<file path="config.mk">
export PLATFORM = sky130hd
export DESIGN_NAME = midi_fader_strip_codec
export DESIGN_NICKNAME = d
export VERILOG_FILES = /design/src/strip_codec_pkg.sv /design/src/level_curve.sv /design/src/midi_fader_strip_codec.sv /design/src/msg_link_tx.sv
export SDC_FILE = /design/constraint.sdc
export NUM_CORES = 1
export LEC_CHECK = 0
export BUFFER_PORTS_ARGS = -buffer_cell sky130_fd_sc_hd__buf_2
export CORE_MARGIN = 2
export CORE_UTILIZATION = 60
export CTS_CLUSTER_DIAMETER = 150
export DETAILED_ROUTE_END_ITERATION = 8
export GPL_ROUTABILITY_DRIVEN = 0
export PLACE_DENSITY = 0.78
export SLEW_MARGIN = 10
export SYNTH_ARGS = -nofsm -noshare
export SYNTH_HDL_FRONTEND = slang
export SYNTH_SLANG_ARGS = --single-unit
</file>
<file path="constraint.sdc">
create_clock -name REF_CLK_IN -period 3.6 [get_ports REF_CLK_IN]
set_clock_uncertainty 0.05 [all_clocks]
set_input_delay 0.36 -clock REF_CLK_IN [delete_from_list [all_inputs] [get_ports REF_CLK_IN]]
set_output_delay 0.36 -clock REF_CLK_IN [all_outputs]
set_load 0.02 [all_outputs]
</file>
<file path="src/strip_codec_pkg.sv">
// shared constants and carriers for the fader strip message codec
// assumes a single 50 MHz clock domain and byte-wide message links
package strip_codec_pkg;

  localparam int          NUM_STRIPS     = 32;
  localparam logic [6:0]  MUTE_NOTE_BASE = 7'h00;
  localparam logic [6:0]  SEL_NOTE_BASE  = 7'h20;
  localparam logic [6:0]  LISTEN_NOTE_BASE = 7'h40;
  localparam logic [6:0]  FADER_CC_BASE  = 7'h00;
  localparam logic [3:0]  MAIN_CHAN_RESET = 4'h0;   // main channel 1, strips on 2
  localparam logic [3:0]  ST_NOTE_ON     = 4'h9;
  localparam logic [3:0]  ST_NOTE_OFF    = 4'h8;
  localparam logic [3:0]  ST_CTRL        = 4'hB;
  localparam logic [3:0]  ST_PROG        = 4'hC;
  localparam logic [6:0]  NOTE_VELOCITY  = 7'h7F;
  localparam logic [7:0]  SYSEX_START    = 8'hF0;
  localparam logic [7:0]  SYSEX_END      = 8'hF7;
  localparam logic [7:0]  MMC_ALL_DEV    = 8'h7F;
  localparam logic [7:0]  MMC_UNIVERSAL  = 8'h7F;
  localparam logic [7:0]  MMC_CMD_SUB    = 8'h06;
  localparam logic [3:0]  MAX_MSG_BYTES  = 4'h6;

  // software register offsets
  localparam logic [3:0]  REG_SETTING    = 4'h0;
  localparam logic [3:0]  REG_APPLY      = 4'h1;
  localparam logic [3:0]  REG_ACTIVE     = 4'h2;
  localparam logic [3:0]  REG_SOFT       = 4'h3;
  localparam logic [3:0]  REG_MMC        = 4'h4;
  localparam logic [3:0]  REG_STATUS     = 4'h5;
  localparam int          APPLY_BIT      = 0;
  localparam int          CANCEL_BIT     = 1;
  localparam int          CURVE_BIT      = 4;

  typedef enum logic [2:0] {
    SOFT_NOTE, SOFT_CC_ABS, SOFT_CC_REL, SOFT_MMC, SOFT_PROG
  } soft_kind_e;

  typedef enum logic [1:0] {
    EV_MUTE, EV_SEL, EV_LISTEN, EV_FADER
  } strip_ev_e;

  typedef struct packed {
    strip_ev_e  kind;
    logic [4:0] strip;
    logic [6:0] value;
  } strip_ev_s;

  typedef struct packed {
    logic       valid;
    logic [7:0] data;
  } link_byte_s;

endpackage : strip_codec_pkg
</file>
<file path="src/level_curve.sv">
// converts between internal channel level and 7-bit controller value
// assumes 10-bit levels; curve select is stable while in use
`timescale 1ns/100ps
module level_curve
(
  // curve select
  input  wire logic       audio_taper_in,
  // level to controller
  input  wire logic [9:0] level_in,
  output logic      [6:0] cc_out,
  // controller to level
  input  wire logic [6:0] cc_in,
  output logic      [9:0] level_out
);

  // square-law taper: cheap, monotonic, close enough to a console fader
  wire [19:0] lvl_sq   = level_in * level_in;
  wire [13:0] cc_sq    = cc_in * cc_in;
  wire [6:0]  lin_cc   = level_in[9:3];
  wire [6:0]  aud_cc   = lvl_sq[19:13];
  wire [9:0]  lin_lvl  = {cc_in, cc_in[6:4]};
  wire [9:0]  aud_lvl  = cc_sq[13:4];

  assign cc_out    = audio_taper_in ? aud_cc : lin_cc;
  assign level_out = audio_taper_in ? aud_lvl : lin_lvl;

endmodule : level_curve

</file>
<file path="src/midi_fader_strip_codec.sv">
// fader strip message codec: encodes strip, transport and soft events,
// decodes incoming strip messages, holds channel and curve settings.
// assumes one 50 MHz clock, events from same-clock logic, byte links.
//
// Chosen here: the register offsets and strobed register access.
`timescale 1ns/100ps
module midi_fader_strip_codec
(
  // clock and reset
  input  wire logic        REF_CLK_IN,
  input  wire logic        RST_N_IN,
  // register port
  input  wire logic [3:0]  ADDR_IN,
  input  wire logic [15:0] WDATA_IN,
  input  wire logic        WR_IN,
  input  wire logic        RD_IN,
  output logic      [15:0] RDATA_OUT,
  // strip events from the surface
  input  wire logic        STRIP_EV_VALID_IN,
  input  wire strip_codec_pkg::strip_ev_s STRIP_EV_IN,
  input  wire logic [9:0]  FADER_LEVEL_IN,
  output logic             STRIP_EV_READY_OUT,
  // strip actions from incoming messages
  output logic             KEY_HIT_OUT,
  output logic [1:0]       KEY_KIND_OUT,
  output logic [4:0]       KEY_STRIP_OUT,
  output logic             FADER_SET_OUT,
  output logic [4:0]       FADER_STRIP_OUT,
  output logic [9:0]       FADER_LEVEL_OUT,
  // incoming message bytes, same clock
  input  wire logic        RX_VALID_IN,
  input  wire logic [7:0]  RX_DATA_IN,
  // usb and network byte links
  input  wire logic        USB_READY_IN,
  output strip_codec_pkg::link_byte_s USB_TX_OUT,
  input  wire logic        NET_READY_IN,
  output strip_codec_pkg::link_byte_s NET_TX_OUT
);

  typedef enum {ST_IDLE, ST_SEND, ST_OFF} tx_state_e;
  typedef enum {RX_STATUS, RX_D1, RX_D2} rx_state_e;

  tx_state_e   state_ff;
  rx_state_e   rx_ff;
  logic [3:0]  main_chan_ff;
  logic        curve_ff;
  logic [3:0]  pend_chan_ff;
  logic        pend_curve_ff;
  logic [47:0] msg_ff;
  logic [3:0]  len_ff;
  logic        send_ff;
  logic [6:0]  off_note_ff;
  logic [15:0] soft_ff;
  logic        soft_pend_ff;
  logic [7:0]  mmc_ff;
  logic        mmc_pend_ff;
  logic [15:0] rdata_ff;
  logic [3:0]  rx_stat_ff;
  logic [6:0]  rx_d1_ff;
  logic        key_hit_ff;
  logic [1:0]  key_kind_ff;
  logic [4:0]  key_strip_ff;
  logic        fad_set_ff;
  logic [4:0]  fad_strip_ff;
  logic [9:0]  fad_lvl_ff;
  logic        ev_ready_ff;

  logic        usb_busy;
  logic        net_busy;
  logic [6:0]  fader_cc;
  logic [9:0]  rx_level;

  // strip channel nibble: main setting 1..16 is stored 0..15; +1 wraps
  wire [3:0]   strip_chan   = main_chan_ff + 4'h1;
  wire         links_free   = !usb_busy && !net_busy && !send_ff;
  wire [6:0]   strip_num    = {2'b00, STRIP_EV_IN.strip};
  wire [6:0]   note_base    = (STRIP_EV_IN.kind == strip_codec_pkg::EV_MUTE)
                              ? strip_codec_pkg::MUTE_NOTE_BASE
                              : (STRIP_EV_IN.kind == strip_codec_pkg::EV_SEL)
                              ? strip_codec_pkg::SEL_NOTE_BASE
                              : strip_codec_pkg::LISTEN_NOTE_BASE;
  wire [6:0]   ev_note      = note_base + strip_num;
  wire         is_fader     = STRIP_EV_IN.kind == strip_codec_pkg::EV_FADER;
  wire [47:0]  note_on_msg  = {strip_codec_pkg::ST_NOTE_ON, strip_chan,
                               1'b0, ev_note, 1'b0, strip_codec_pkg::NOTE_VELOCITY,
                               24'h0};
  wire [47:0]  note_off_msg = {strip_codec_pkg::ST_NOTE_OFF, strip_chan,
                               1'b0, off_note_ff, 8'h00, 24'h0};
  wire [47:0]  fader_msg    = {strip_codec_pkg::ST_CTRL, strip_chan, 1'b0,
                               strip_codec_pkg::FADER_CC_BASE + strip_num,
                               1'b0, fader_cc, 24'h0};
  wire [47:0]  mmc_msg      = {strip_codec_pkg::SYSEX_START,
                               strip_codec_pkg::MMC_UNIVERSAL,
                               strip_codec_pkg::MMC_ALL_DEV,
                               strip_codec_pkg::MMC_CMD_SUB,
                               1'b0, mmc_ff[6:0], strip_codec_pkg::SYSEX_END};

  // soft control word: [15:13] kind, [12:7] number, [6:0] value
  wire [2:0]   soft_kind    = soft_ff[15:13];
  wire [6:0]   soft_num     = {1'b0, soft_ff[12:7]};
  wire [6:0]   soft_val     = soft_ff[6:0];
  wire [6:0]   rel_val      = soft_val[6] ? (7'h40 - {1'b0, soft_val[5:0]})
                                          : soft_val;
  wire [47:0]  soft_msg     =
    (soft_kind == 3'(strip_codec_pkg::SOFT_NOTE))
      ? {strip_codec_pkg::ST_NOTE_ON, main_chan_ff, 1'b0, soft_num,
         1'b0, (soft_val == 7'h00) ? strip_codec_pkg::NOTE_VELOCITY : soft_val, 24'h0}
    : (soft_kind == 3'(strip_codec_pkg::SOFT_PROG))
      ? {strip_codec_pkg::ST_PROG, main_chan_ff, 1'b0, soft_val, 32'h0}
    : (soft_kind == 3'(strip_codec_pkg::SOFT_MMC))
      ? {mmc_msg[47:16], 1'b0, soft_val, strip_codec_pkg::SYSEX_END}
    : {strip_codec_pkg::ST_CTRL, main_chan_ff, 1'b0, soft_num, 1'b0,
       (soft_kind == 3'(strip_codec_pkg::SOFT_CC_REL)) ? rel_val : soft_val,
       24'h0};
  wire [3:0]   soft_len     = (soft_kind == 3'(strip_codec_pkg::SOFT_MMC))
                              ? strip_codec_pkg::MAX_MSG_BYTES
                              : (soft_kind == 3'(strip_codec_pkg::SOFT_PROG)) ? 4'h2 : 4'h3;

  // register decode
  wire         wr_setting   = WR_IN && ADDR_IN == strip_codec_pkg::REG_SETTING;
  wire         wr_apply     = WR_IN && ADDR_IN == strip_codec_pkg::REG_APPLY;
  wire         wr_soft      = WR_IN && ADDR_IN == strip_codec_pkg::REG_SOFT;
  wire         wr_mmc       = WR_IN && ADDR_IN == strip_codec_pkg::REG_MMC;
  wire         do_apply     = wr_apply && WDATA_IN[strip_codec_pkg::APPLY_BIT];
  wire         do_cancel    = wr_apply && WDATA_IN[strip_codec_pkg::CANCEL_BIT]
                              && !do_apply;
  wire [15:0]  status_word  = {12'h0, soft_pend_ff, mmc_pend_ff,
                               state_ff != ST_IDLE, usb_busy || net_busy};
  wire [15:0]  rd_word;
  assign rd_word =
    (ADDR_IN == strip_codec_pkg::REG_SETTING) ? {11'h0, pend_curve_ff, pend_chan_ff}
    : (ADDR_IN == strip_codec_pkg::REG_ACTIVE) ? {11'h0, curve_ff, main_chan_ff}
    : (ADDR_IN == strip_codec_pkg::REG_SOFT) ? soft_ff
    : (ADDR_IN == strip_codec_pkg::REG_MMC) ? {8'h0, mmc_ff}
    : (ADDR_IN == strip_codec_pkg::REG_STATUS) ? status_word
    : 16'h0;

  // incoming decode
  wire         rx_is_status = RX_VALID_IN && RX_DATA_IN[7];
  wire         rx_chan_ok   = RX_DATA_IN[3:0] == strip_chan;
  wire         rx_done      = RX_VALID_IN && !RX_DATA_IN[7] && rx_ff == RX_D2;
  wire         rx_note_on   = rx_stat_ff == strip_codec_pkg::ST_NOTE_ON;
  wire         rx_ctrl      = rx_stat_ff == strip_codec_pkg::ST_CTRL;
  wire         rx_key_ok    = rx_done && rx_note_on && RX_DATA_IN[6:0] != 7'h00
                              && rx_d1_ff < 7'h60;
  wire         rx_fad_ok    = rx_done && rx_ctrl && rx_d1_ff < 7'h20;

  // fader events leave as one message; key events as two
  wire         take_strip   = state_ff == ST_IDLE && links_free && STRIP_EV_VALID_IN;
  wire         take_mmc     = state_ff == ST_IDLE && links_free && !STRIP_EV_VALID_IN
                              && mmc_pend_ff;
  wire         take_soft    = state_ff == ST_IDLE && links_free && !STRIP_EV_VALID_IN
                              && !mmc_pend_ff && soft_pend_ff;

  level_curve u_curve
  (
    .audio_taper_in (curve_ff),
    .level_in       (FADER_LEVEL_IN),
    .cc_out         (fader_cc),
    .cc_in          (RX_DATA_IN[6:0]),
    .level_out      (rx_level)
  );

  // same message to both links so they never diverge
  msg_link_tx u_usb
  (
    .clk_in        (REF_CLK_IN),
    .rst_n_in      (RST_N_IN),
    .msg_valid_in  (send_ff),
    .msg_in        (msg_ff),
    .msg_len_in    (len_ff),
    .busy_out      (usb_busy),
    .link_ready_in (USB_READY_IN),
    .link_out      (USB_TX_OUT)
  );

  msg_link_tx u_net
  (
    .clk_in        (REF_CLK_IN),
    .rst_n_in      (RST_N_IN),
    .msg_valid_in  (send_ff),
    .msg_in        (msg_ff),
    .msg_len_in    (len_ff),
    .busy_out      (net_busy),
    .link_ready_in (NET_READY_IN),
    .link_out      (NET_TX_OUT)
  );

  // settings, pending words
  always_ff @(posedge REF_CLK_IN or negedge RST_N_IN)
  begin
    if (!RST_N_IN)
    begin
      main_chan_ff  <= strip_codec_pkg::MAIN_CHAN_RESET;
      curve_ff      <= 1'b0;
      pend_chan_ff  <= strip_codec_pkg::MAIN_CHAN_RESET;
      pend_curve_ff <= 1'b0;
      soft_ff       <= 16'h0;
      soft_pend_ff  <= 1'b0;
      mmc_ff        <= 8'h0;
      mmc_pend_ff   <= 1'b0;
      rdata_ff      <= 16'h0;
    end
    else
    begin
      rdata_ff <= RD_IN ? rd_word : 16'h0;
      if (wr_setting)
      begin
        pend_chan_ff  <= WDATA_IN[3:0];
        pend_curve_ff <= WDATA_IN[strip_codec_pkg::CURVE_BIT];
      end
      if (do_apply)
      begin
        main_chan_ff <= pend_chan_ff;
        curve_ff     <= pend_curve_ff;
      end
      else if (do_cancel)
      begin
        pend_chan_ff  <= main_chan_ff;
        pend_curve_ff <= curve_ff;
      end
      if (wr_soft)
        soft_ff <= WDATA_IN;
      // a new request in the take cycle wins over the clear
      soft_pend_ff <= wr_soft || (soft_pend_ff && !take_soft);
      if (wr_mmc)
        mmc_ff <= WDATA_IN[7:0];
      mmc_pend_ff <= wr_mmc || (mmc_pend_ff && !take_mmc);
    end
  end

  // transmit sequencer
  always_ff @(posedge REF_CLK_IN or negedge RST_N_IN)
  begin
    if (!RST_N_IN)
    begin
      state_ff    <= ST_IDLE;
      msg_ff      <= 48'h0;
      len_ff      <= 4'h0;
      send_ff     <= 1'b0;
      off_note_ff <= 7'h00;
      ev_ready_ff <= 1'b0;
    end
    else
    begin
      send_ff     <= 1'b0;
      ev_ready_ff <= 1'b0;
      case (state_ff)
        ST_IDLE:
          if (take_strip)
          begin
            ev_ready_ff <= 1'b1;
            send_ff     <= 1'b1;
            len_ff      <= is_fader ? 4'h3 : 4'h3;
            msg_ff      <= is_fader ? fader_msg : note_on_msg;
            off_note_ff <= ev_note;
            state_ff    <= is_fader ? ST_IDLE : ST_OFF;
          end
          else if (take_mmc)
          begin
            send_ff <= 1'b1;
            len_ff  <= strip_codec_pkg::MAX_MSG_BYTES;
            msg_ff  <= mmc_msg;
          end
          else if (take_soft)
          begin
            send_ff <= 1'b1;
            len_ff  <= soft_len;
            msg_ff  <= soft_msg;
          end
        ST_OFF:
          if (links_free)
          begin
            send_ff  <= 1'b1;
            len_ff   <= 4'h3;
            msg_ff   <= note_off_msg;
            state_ff <= ST_IDLE;
          end
        default:
          state_ff <= ST_IDLE;
      endcase
    end
  end

  // receive parser, running status not supported
  always_ff @(posedge REF_CLK_IN or negedge RST_N_IN)
  begin
    if (!RST_N_IN)
    begin
      rx_ff        <= RX_STATUS;
      rx_stat_ff   <= 4'h0;
      rx_d1_ff     <= 7'h00;
      key_hit_ff   <= 1'b0;
      key_kind_ff  <= 2'b00;
      key_strip_ff <= 5'h00;
      fad_set_ff   <= 1'b0;
      fad_strip_ff <= 5'h00;
      fad_lvl_ff   <= 10'h000;
    end
    else
    begin
      key_hit_ff <= rx_key_ok;
      fad_set_ff <= rx_fad_ok;
      if (rx_key_ok)
      begin
        key_kind_ff  <= rx_d1_ff[6:5];
        key_strip_ff <= rx_d1_ff[4:0];
      end
      if (rx_fad_ok)
      begin
        fad_strip_ff <= rx_d1_ff[4:0];
        fad_lvl_ff   <= rx_level;
      end
      if (rx_is_status)
      begin
        rx_stat_ff <= RX_DATA_IN[7:4];
        rx_ff      <= rx_chan_ok ? RX_D1 : RX_STATUS;
      end
      else if (RX_VALID_IN)
      begin
        case (rx_ff)
          RX_D1:
          begin
            rx_d1_ff <= RX_DATA_IN[6:0];
            rx_ff    <= RX_D2;
          end
          RX_D2:
            rx_ff <= RX_STATUS;
          default:
            rx_ff <= RX_STATUS;
        endcase
      end
    end
  end

  assign RDATA_OUT          = rdata_ff;
  assign STRIP_EV_READY_OUT = ev_ready_ff;
  assign KEY_HIT_OUT        = key_hit_ff;
  assign KEY_KIND_OUT       = key_kind_ff;
  assign KEY_STRIP_OUT      = key_strip_ff;
  assign FADER_SET_OUT      = fad_set_ff;
  assign FADER_STRIP_OUT    = fad_strip_ff;
  assign FADER_LEVEL_OUT    = fad_lvl_ff;

endmodule : midi_fader_strip_codec

</file>
<file path="src/msg_link_tx.sv">
// serialises one whole message at a time onto a byte link
// assumes the link sink takes a byte on any cycle ready is high
`timescale 1ns/100ps
module msg_link_tx
(
  // clock and reset
  input  wire logic        clk_in,
  input  wire logic        rst_n_in,
  // message to send
  input  wire logic        msg_valid_in,
  input  wire logic [47:0] msg_in,
  input  wire logic [3:0]  msg_len_in,
  output logic             busy_out,
  // link
  input  wire logic        link_ready_in,
  output strip_codec_pkg::link_byte_s link_out
);

  logic [47:0] shift_ff;
  logic [3:0]  left_ff;
  strip_codec_pkg::link_byte_s byte_ff;

  wire         take = link_ready_in && (left_ff != 4'h0);

  always_ff @(posedge clk_in or negedge rst_n_in)
  begin
    if (!rst_n_in)
    begin
      shift_ff <= 48'h0;
      left_ff  <= 4'h0;
      byte_ff  <= '0;
    end
    else if (msg_valid_in && left_ff == 4'h0)
    begin
      shift_ff <= msg_in;
      left_ff  <= msg_len_in;
      byte_ff  <= '0;
    end
    else
    begin
      // no byte from another message can slip in until left_ff is empty
      byte_ff.valid <= take;
      byte_ff.data  <= shift_ff[47:40];
      if (take)
      begin
        shift_ff <= {shift_ff[39:0], 8'h00};
        left_ff  <= left_ff - 4'h1;
      end
    end
  end

  assign busy_out = (left_ff != 4'h0) || msg_valid_in;
  assign link_out = byte_ff;

endmodule : msg_link_tx

</file>
[Word-level counts from Yosys, hierarchy flattened]
Index checks and enable logic that the tools add are counted.
Word-level totals
  bits in registers: 334
  word-level logic and storage cells: 184
  output and inout bits: 59
  bits of input ports: 60
Operators by class
  bitwise operators: 1
  multipliers: 2
  equal/unequal tests: 19
  muxes and demuxes: 60
  reductions and logical operators: 63
  order comparisons: 2
  $add $sub $neg: 5
Operators by type and width (number)
  48-bit two-way mux: 8
  47-bit two-way mux: 3
  32-bit two-way mux: 4
  48-bit case mux with 2 select lines: 1
  32-bit zero test: 2
  16-bit two-way mux: 4
  32-bit case mux with 2 select lines: 1
  4-bit two-way mux: 12
  46-bit two-way mux: 1
  7-bit two-way mux: 6
  32-bit by 1-bit == test with 1-bit output (second input constant): 1
  32-bit by 2-bit == test with 1-bit output (second input constant): 1
  32-bit by 3-bit == test with 1-bit output (second input constant): 1
  32-bit nonzero test: 1
  1-bit logical AND: 29
  10-bit by 10-bit multiplier with 20-bit output: 1
  9-bit two-way mux: 2
  7-bit by 7-bit multiplier with 14-bit output: 1
  4-bit zero test: 3
  1-bit two-way mux: 11
  10-bit two-way mux: 1
  1-bit zero test: 9
  4-bit by 2-bit == test with 1-bit output (second input constant): 2
  4-bit by 3-bit == test with 1-bit output (second input constant): 2
  other kinds (30): 45

[Longest topological paths before layout]
  word-level depth: 13
  gate-level depth with buffers: 20

[Modules after synthesis]
A second synthesis with hierarchy kept.
Unflattened totals
  cell total of the unflattened synthesis: 1461
  area, all modules: 15378.5 sq um
By module, submodules not included
  midi_fader_strip_codec: times used 1, cells each 561, seq. area each 3278.1 sq um, area each 6129.6 sq um
  msg_link_tx: times used 2, cells each 213, seq. area each 1526.5 sq um, area each 2660.1 sq um
  level_curve: times used 1, cells each 474, seq. area each 0.0 sq um, area each 3928.8 sq um

[Worst setup path after synthesis]
No wires, ideal clock.
  path kind: input-to-reg
  start: input port FADER_LEVEL_IN[0]
  end: register msg_ff[29]
  stages on the path: 17
  path slack: -1691 ps
  data required time: 3414 ps
  arrival: 5105 ps
  cells stage by stage: clkbuf_1 -> nand2_1 -> fa_1 -> fa_1 -> inv_1 -> fa_1 -> fa_1 -> inv_1 -> fa_1 -> inv_1 -> ha_1 -> a2111o_1 -> a21oi_1 -> o21ai_0 -> xor2_1 -> a2111oi_0 -> o21ai_0
Between the ends
  cells in the longest elaborated chain, start to end: 5
RTL lines
  start, declared: line midi_fader_strip_codec.sv:21  | input wire logic [9:0] FADER_LEVEL_IN,
  10-bit by 10-bit multiplier with 20-bit output: line level_curve.sv:17  | wire [19:0] lvl_sq = level_in * level_in;
  7-bit two-way mux: line level_curve.sv:24  | assign cc_out = audio_taper_in ? aud_cc : lin_cc;
  46-bit two-way mux: line midi_fader_strip_codec.sv:255  | msg_ff <= is_fader ? fader_msg : note_on_msg;
  48-bit two-way mux: line midi_fader_strip_codec.sv:250  | if (take_strip)
  48-bit case mux with 2 select lines: line midi_fader_strip_codec.sv:248  | case (state_ff)
  end signal, assigned: line midi_fader_strip_codec.sv:255
  end signal, assigned: line midi_fader_strip_codec.sv:263  | msg_ff <= mmc_msg;
  end signal, assigned: line midi_fader_strip_codec.sv:269  | msg_ff <= soft_msg;
  end, declared: line midi_fader_strip_codec.sv:49  | logic [47:0] msg_ff;
No other way between the ends.
A chain may end at the register's enable or synchronous reset.

[Worst setup path in the final report]
  start: input port FADER_LEVEL_IN[2]
  end: register msg_ff[28]
The elaborated chain is that of the path after synthesis.

==> key figures <==
Route
  • Via Count: 11100
  • Number of nets with antenna violations after routing: 0
  • Post-route DRC: 0
  • Via/cell ratio: around 6
  • First-pass DRT Iterations: 6
  • Drt total wl: around 34 mm
  • 1st-iter DRT viols: 902
  • Wire per inst: ~18 um

Yosys
  • Post-synth top area share: 0.426
  • Post-synth top flop: dfrtp_1
  • Asr flop ratio synth: 1.00
  • Gate Count Post-Synth: ~1400
  • Sequential area share after synthesis: 0.426
  • Commonest cells post-synth: dfrtp_1, nand2_1, inv_1
  • Area contributors post-synth: dfrtp_1, fa_1, ha_1
  • Synth unique cells: around 70
  • Top-count cell post-synth: dfrtp_1
  • YS warnings: 0
  • Post-synth EDFFs: 0
  • Post-synth net total: 1597
  • Mean area per synthesized cell: approximately 10 um^2
  • Post-synthesis register bit count: around 240
  • Synthesized cell area: approximately 0.014 mm^2
  • Leading area contributor after synthesis: dfrtp_1

Cells and area
  • Layout area overhead: 20.6%
  • Finished Layout Cells: roughly 1900
  • Final net count: around 1800
  • Number of inserted diodes: 0
  • Share of cells above drive strength 1: 0.242
  • Fin util: 0.743

Timing
  • Clock period minus worst slack: around 4300 ps
  • Tcrit/Tclk final: 1.18
  • Setup slack after layout: -655 ps
  • Setup TNS Final: -4180 ps
  • Max-slew violations: 0
  • Final setup vio count: 11
  • Worst Tran Pin Value: approximately 1100 ps
  • RSZ-0062 raised after global routing: true
  • Final hold vios: 0
  • Worst hold slack: about 15 ps
  • Fmax: ~240 MHz
  • Slew headroom: 0.292

GRT
  • Initial antenna violation count: 0
  • Vias in the first global route: roughly 11000
  • Largest net degree at the start of global routing: 112
  • Grt total ovfl: 0
  • Total track usage: 0.283
  • First-pass GRT wire length: roughly 56 mm

Floorplanning
  • Initial cell density of the core: 0.616
  • Core box area: about 0.023 mm^2
  • Cell Rows: 55
  • Die Span X: about 160 um
  • Die area: approximately 0.025 mm^2
  • I/O pins: approximately 120
  • Die Y: around 160 um

Setup path
  • Cell Chain, Critical Path: buf_12 > and2_4 > inv_1 > fa_1 > inv_1 > fa_1 > fa_1 > fa_1 > inv_1 > fa_1 > inv_2 > ha_4 > nor3_4 > nor2_2 > a221oi_2 > a211oi_2 > or3_1 > a211oi_2 > o21ai_1
  • Worst setup EP type: register
  • Largest stage delay, worst path: 490 ps
  • CP dominant cell by count: fa_1
  • WP data arrival: 4600 ps
  • Crit path kind: in -> reg
  • Reg2Reg Depth: 7
  • Highest-delay cell along the critical path: fa_1
  • Critical Path RT: ~4000 ps
  • CP startpoint kind: input port
  • CP max FO: 6

Pwr
  • Power Density: 590 mW/mm^2
  • Total power: about 10 mW
  • Max VDD drop: between 300 and 400 uV
  • Leak: about 8.6 nW

CTS
  • Clock buffer depth: 3
  • Clock root buffer master: clkbuf_16
  • TritonCTS Sinks: 239
  • CTS tree: yes
  • CTS H-tree depth: 1
  • Clock transition at path regs: ~60 ps
  • Num CTS Buffers: 25
  • Clock network latency to the later pin of the worst-skew pair: around 530 ps

Outcome
  • Status: finished with violations
  • Failing checks: negative setup slack

Worst hold path
  • Hold Path Stages: 2
  • Hold crit path type: in -> reg

Place
  • Hpwl dp: around 25 mm
  • # placed instances: 1843
  • IO Port Bufs: about 110

Run
  • Max cap viols: 0
## critical path: cells and delay by family
| kind | cells | cell delay [ps] |
|---|---|---|
| compound gates | 4 | 700 |
| buf+inv | 5 | 330 |
| simple gates | 4 | 720 |
| fa+ha+maj | 6 | 2500 |
## state kept, by name (all words and copies together), names as in the netlist, 5 cells and up
name,cells
rx_d1_ff,7
off_note_ff,7
RDATA_OUT,16
KEY_STRIP_OUT,5
u_net.shift_ff,41
u_usb.link_out,9
soft_ff,16
u_usb.shift_ff,41
FADER_STRIP_OUT,5
mmc_ff,8
FADER_LEVEL_OUT,10
msg_ff,29
u_net.link_out,9
## logic make-up after synthesis
kind of cell / count (synthesis) / share of synthesized area
compound gates: 283 / 0.129
simple gates: 419 / 0.144
flops: 239 / 0.426
xor+xnor: 32 / 0.0200
buf+inv: 193 / 0.0525
mux: 101 / 0.0761
fa+ha+maj: 135 / 0.152
## where the power goes
group,switching [mW],internal [mW],total [mW]
Combinational,2.05,1.90,3.95
Sequential,0.460,3.02,3.48
Clock,1.09,1.47,2.56
Total,3.59,6.40,9.99
## area by class of cell
| cell class | instances | area [um^2] |
|---|---|---|
| flip-flops and latches | 239 | 5980 |
| well taps | 313 | 392 |
| fillers | 1557 | 5850 |
| clock inverters | 13 | 138 |
| clock buffers | 32 | 672 |
| multi-input cells | 970 | 7810 |
| repair buffers | 213 | 1500 |
| inverters | 117 | 444 |
## placed cells by master (no fill, tap or decap), types with 9 or more instances in the layout
master	Yosys	routed
clkbuf_16	0	25
a22oi_1	13	13
xnor2_1	17	16
nor3_1	18	16
ha_4	0	15
fa_1	60	57
dfrtp_1	239	239
a22o_1	16	16
inv_1	114	103
and2_1	44	37
a21oi_1	53	47
ha_1	75	57
nor2_1	44	39
nand2_1	206	197
buf_2	4	96
mux2i_1	55	55
a21o_1	9	9
o21ai_1	1	13
nor2b_1	29	29
buf_4	0	96
a31oi_1	11	10
mux2_2	45	45
o21ai_0	101	85
o211ai_1	12	12
a221o_1	17	17
inv_2	1	10
xor2_1	15	15
buf_6	1	12
o21a_1	11	11
and3_1	14	14
or3_1	11	9
nor4_1	10	10
## per-layer routing
metal / part of all wire / up-vias / global-route usage
met5: 0 / - / 0
li1: - / 5131 / -
met2: 0.51 / 344 / 0.488
met1: 0.41 / 5508 / 0.381
met4: 0.027 / 0 / 0.0852
met3: 0.054 / 85 / 0.0284
## through the flow
step	cell area, um^2	setup WS, ps
floorplan	14300	-1120
global placement	15600	-1310
detailed placement	15600	-1370
CTS	16700	-697
global route	16900	-820
finish	16900	-655
## worst paths after layout
check | endpoint | from | slack, ps
min in group asynchronous | u_net.link_out[7] | RST_N_IN | 440
max in group asynchronous | KEY_KIND_OUT[1] | RST_N_IN | 2150
max reg2reg | msg_ff[14] | u_net.left_ff[0] | 550
min reg2reg | rx_stat_ff[3] | rx_stat_ff[3] | 420
max | msg_ff[28] | FADER_LEVEL_IN[2] | -660
min | soft_ff[13] | WDATA_IN[13] | 10
## timing repair
action / 4_1_cts / 5_1_grt
setup endpoints to repair: 11 / 15
hold buffers: 1 / 0
hold endpoints to repair: 109 / 0
buffers inserted: 4 / 4
resized for setup: 54 / 53
pin swaps: 51 / 33
No activity file was read; power rests on OpenSTA's default activity.
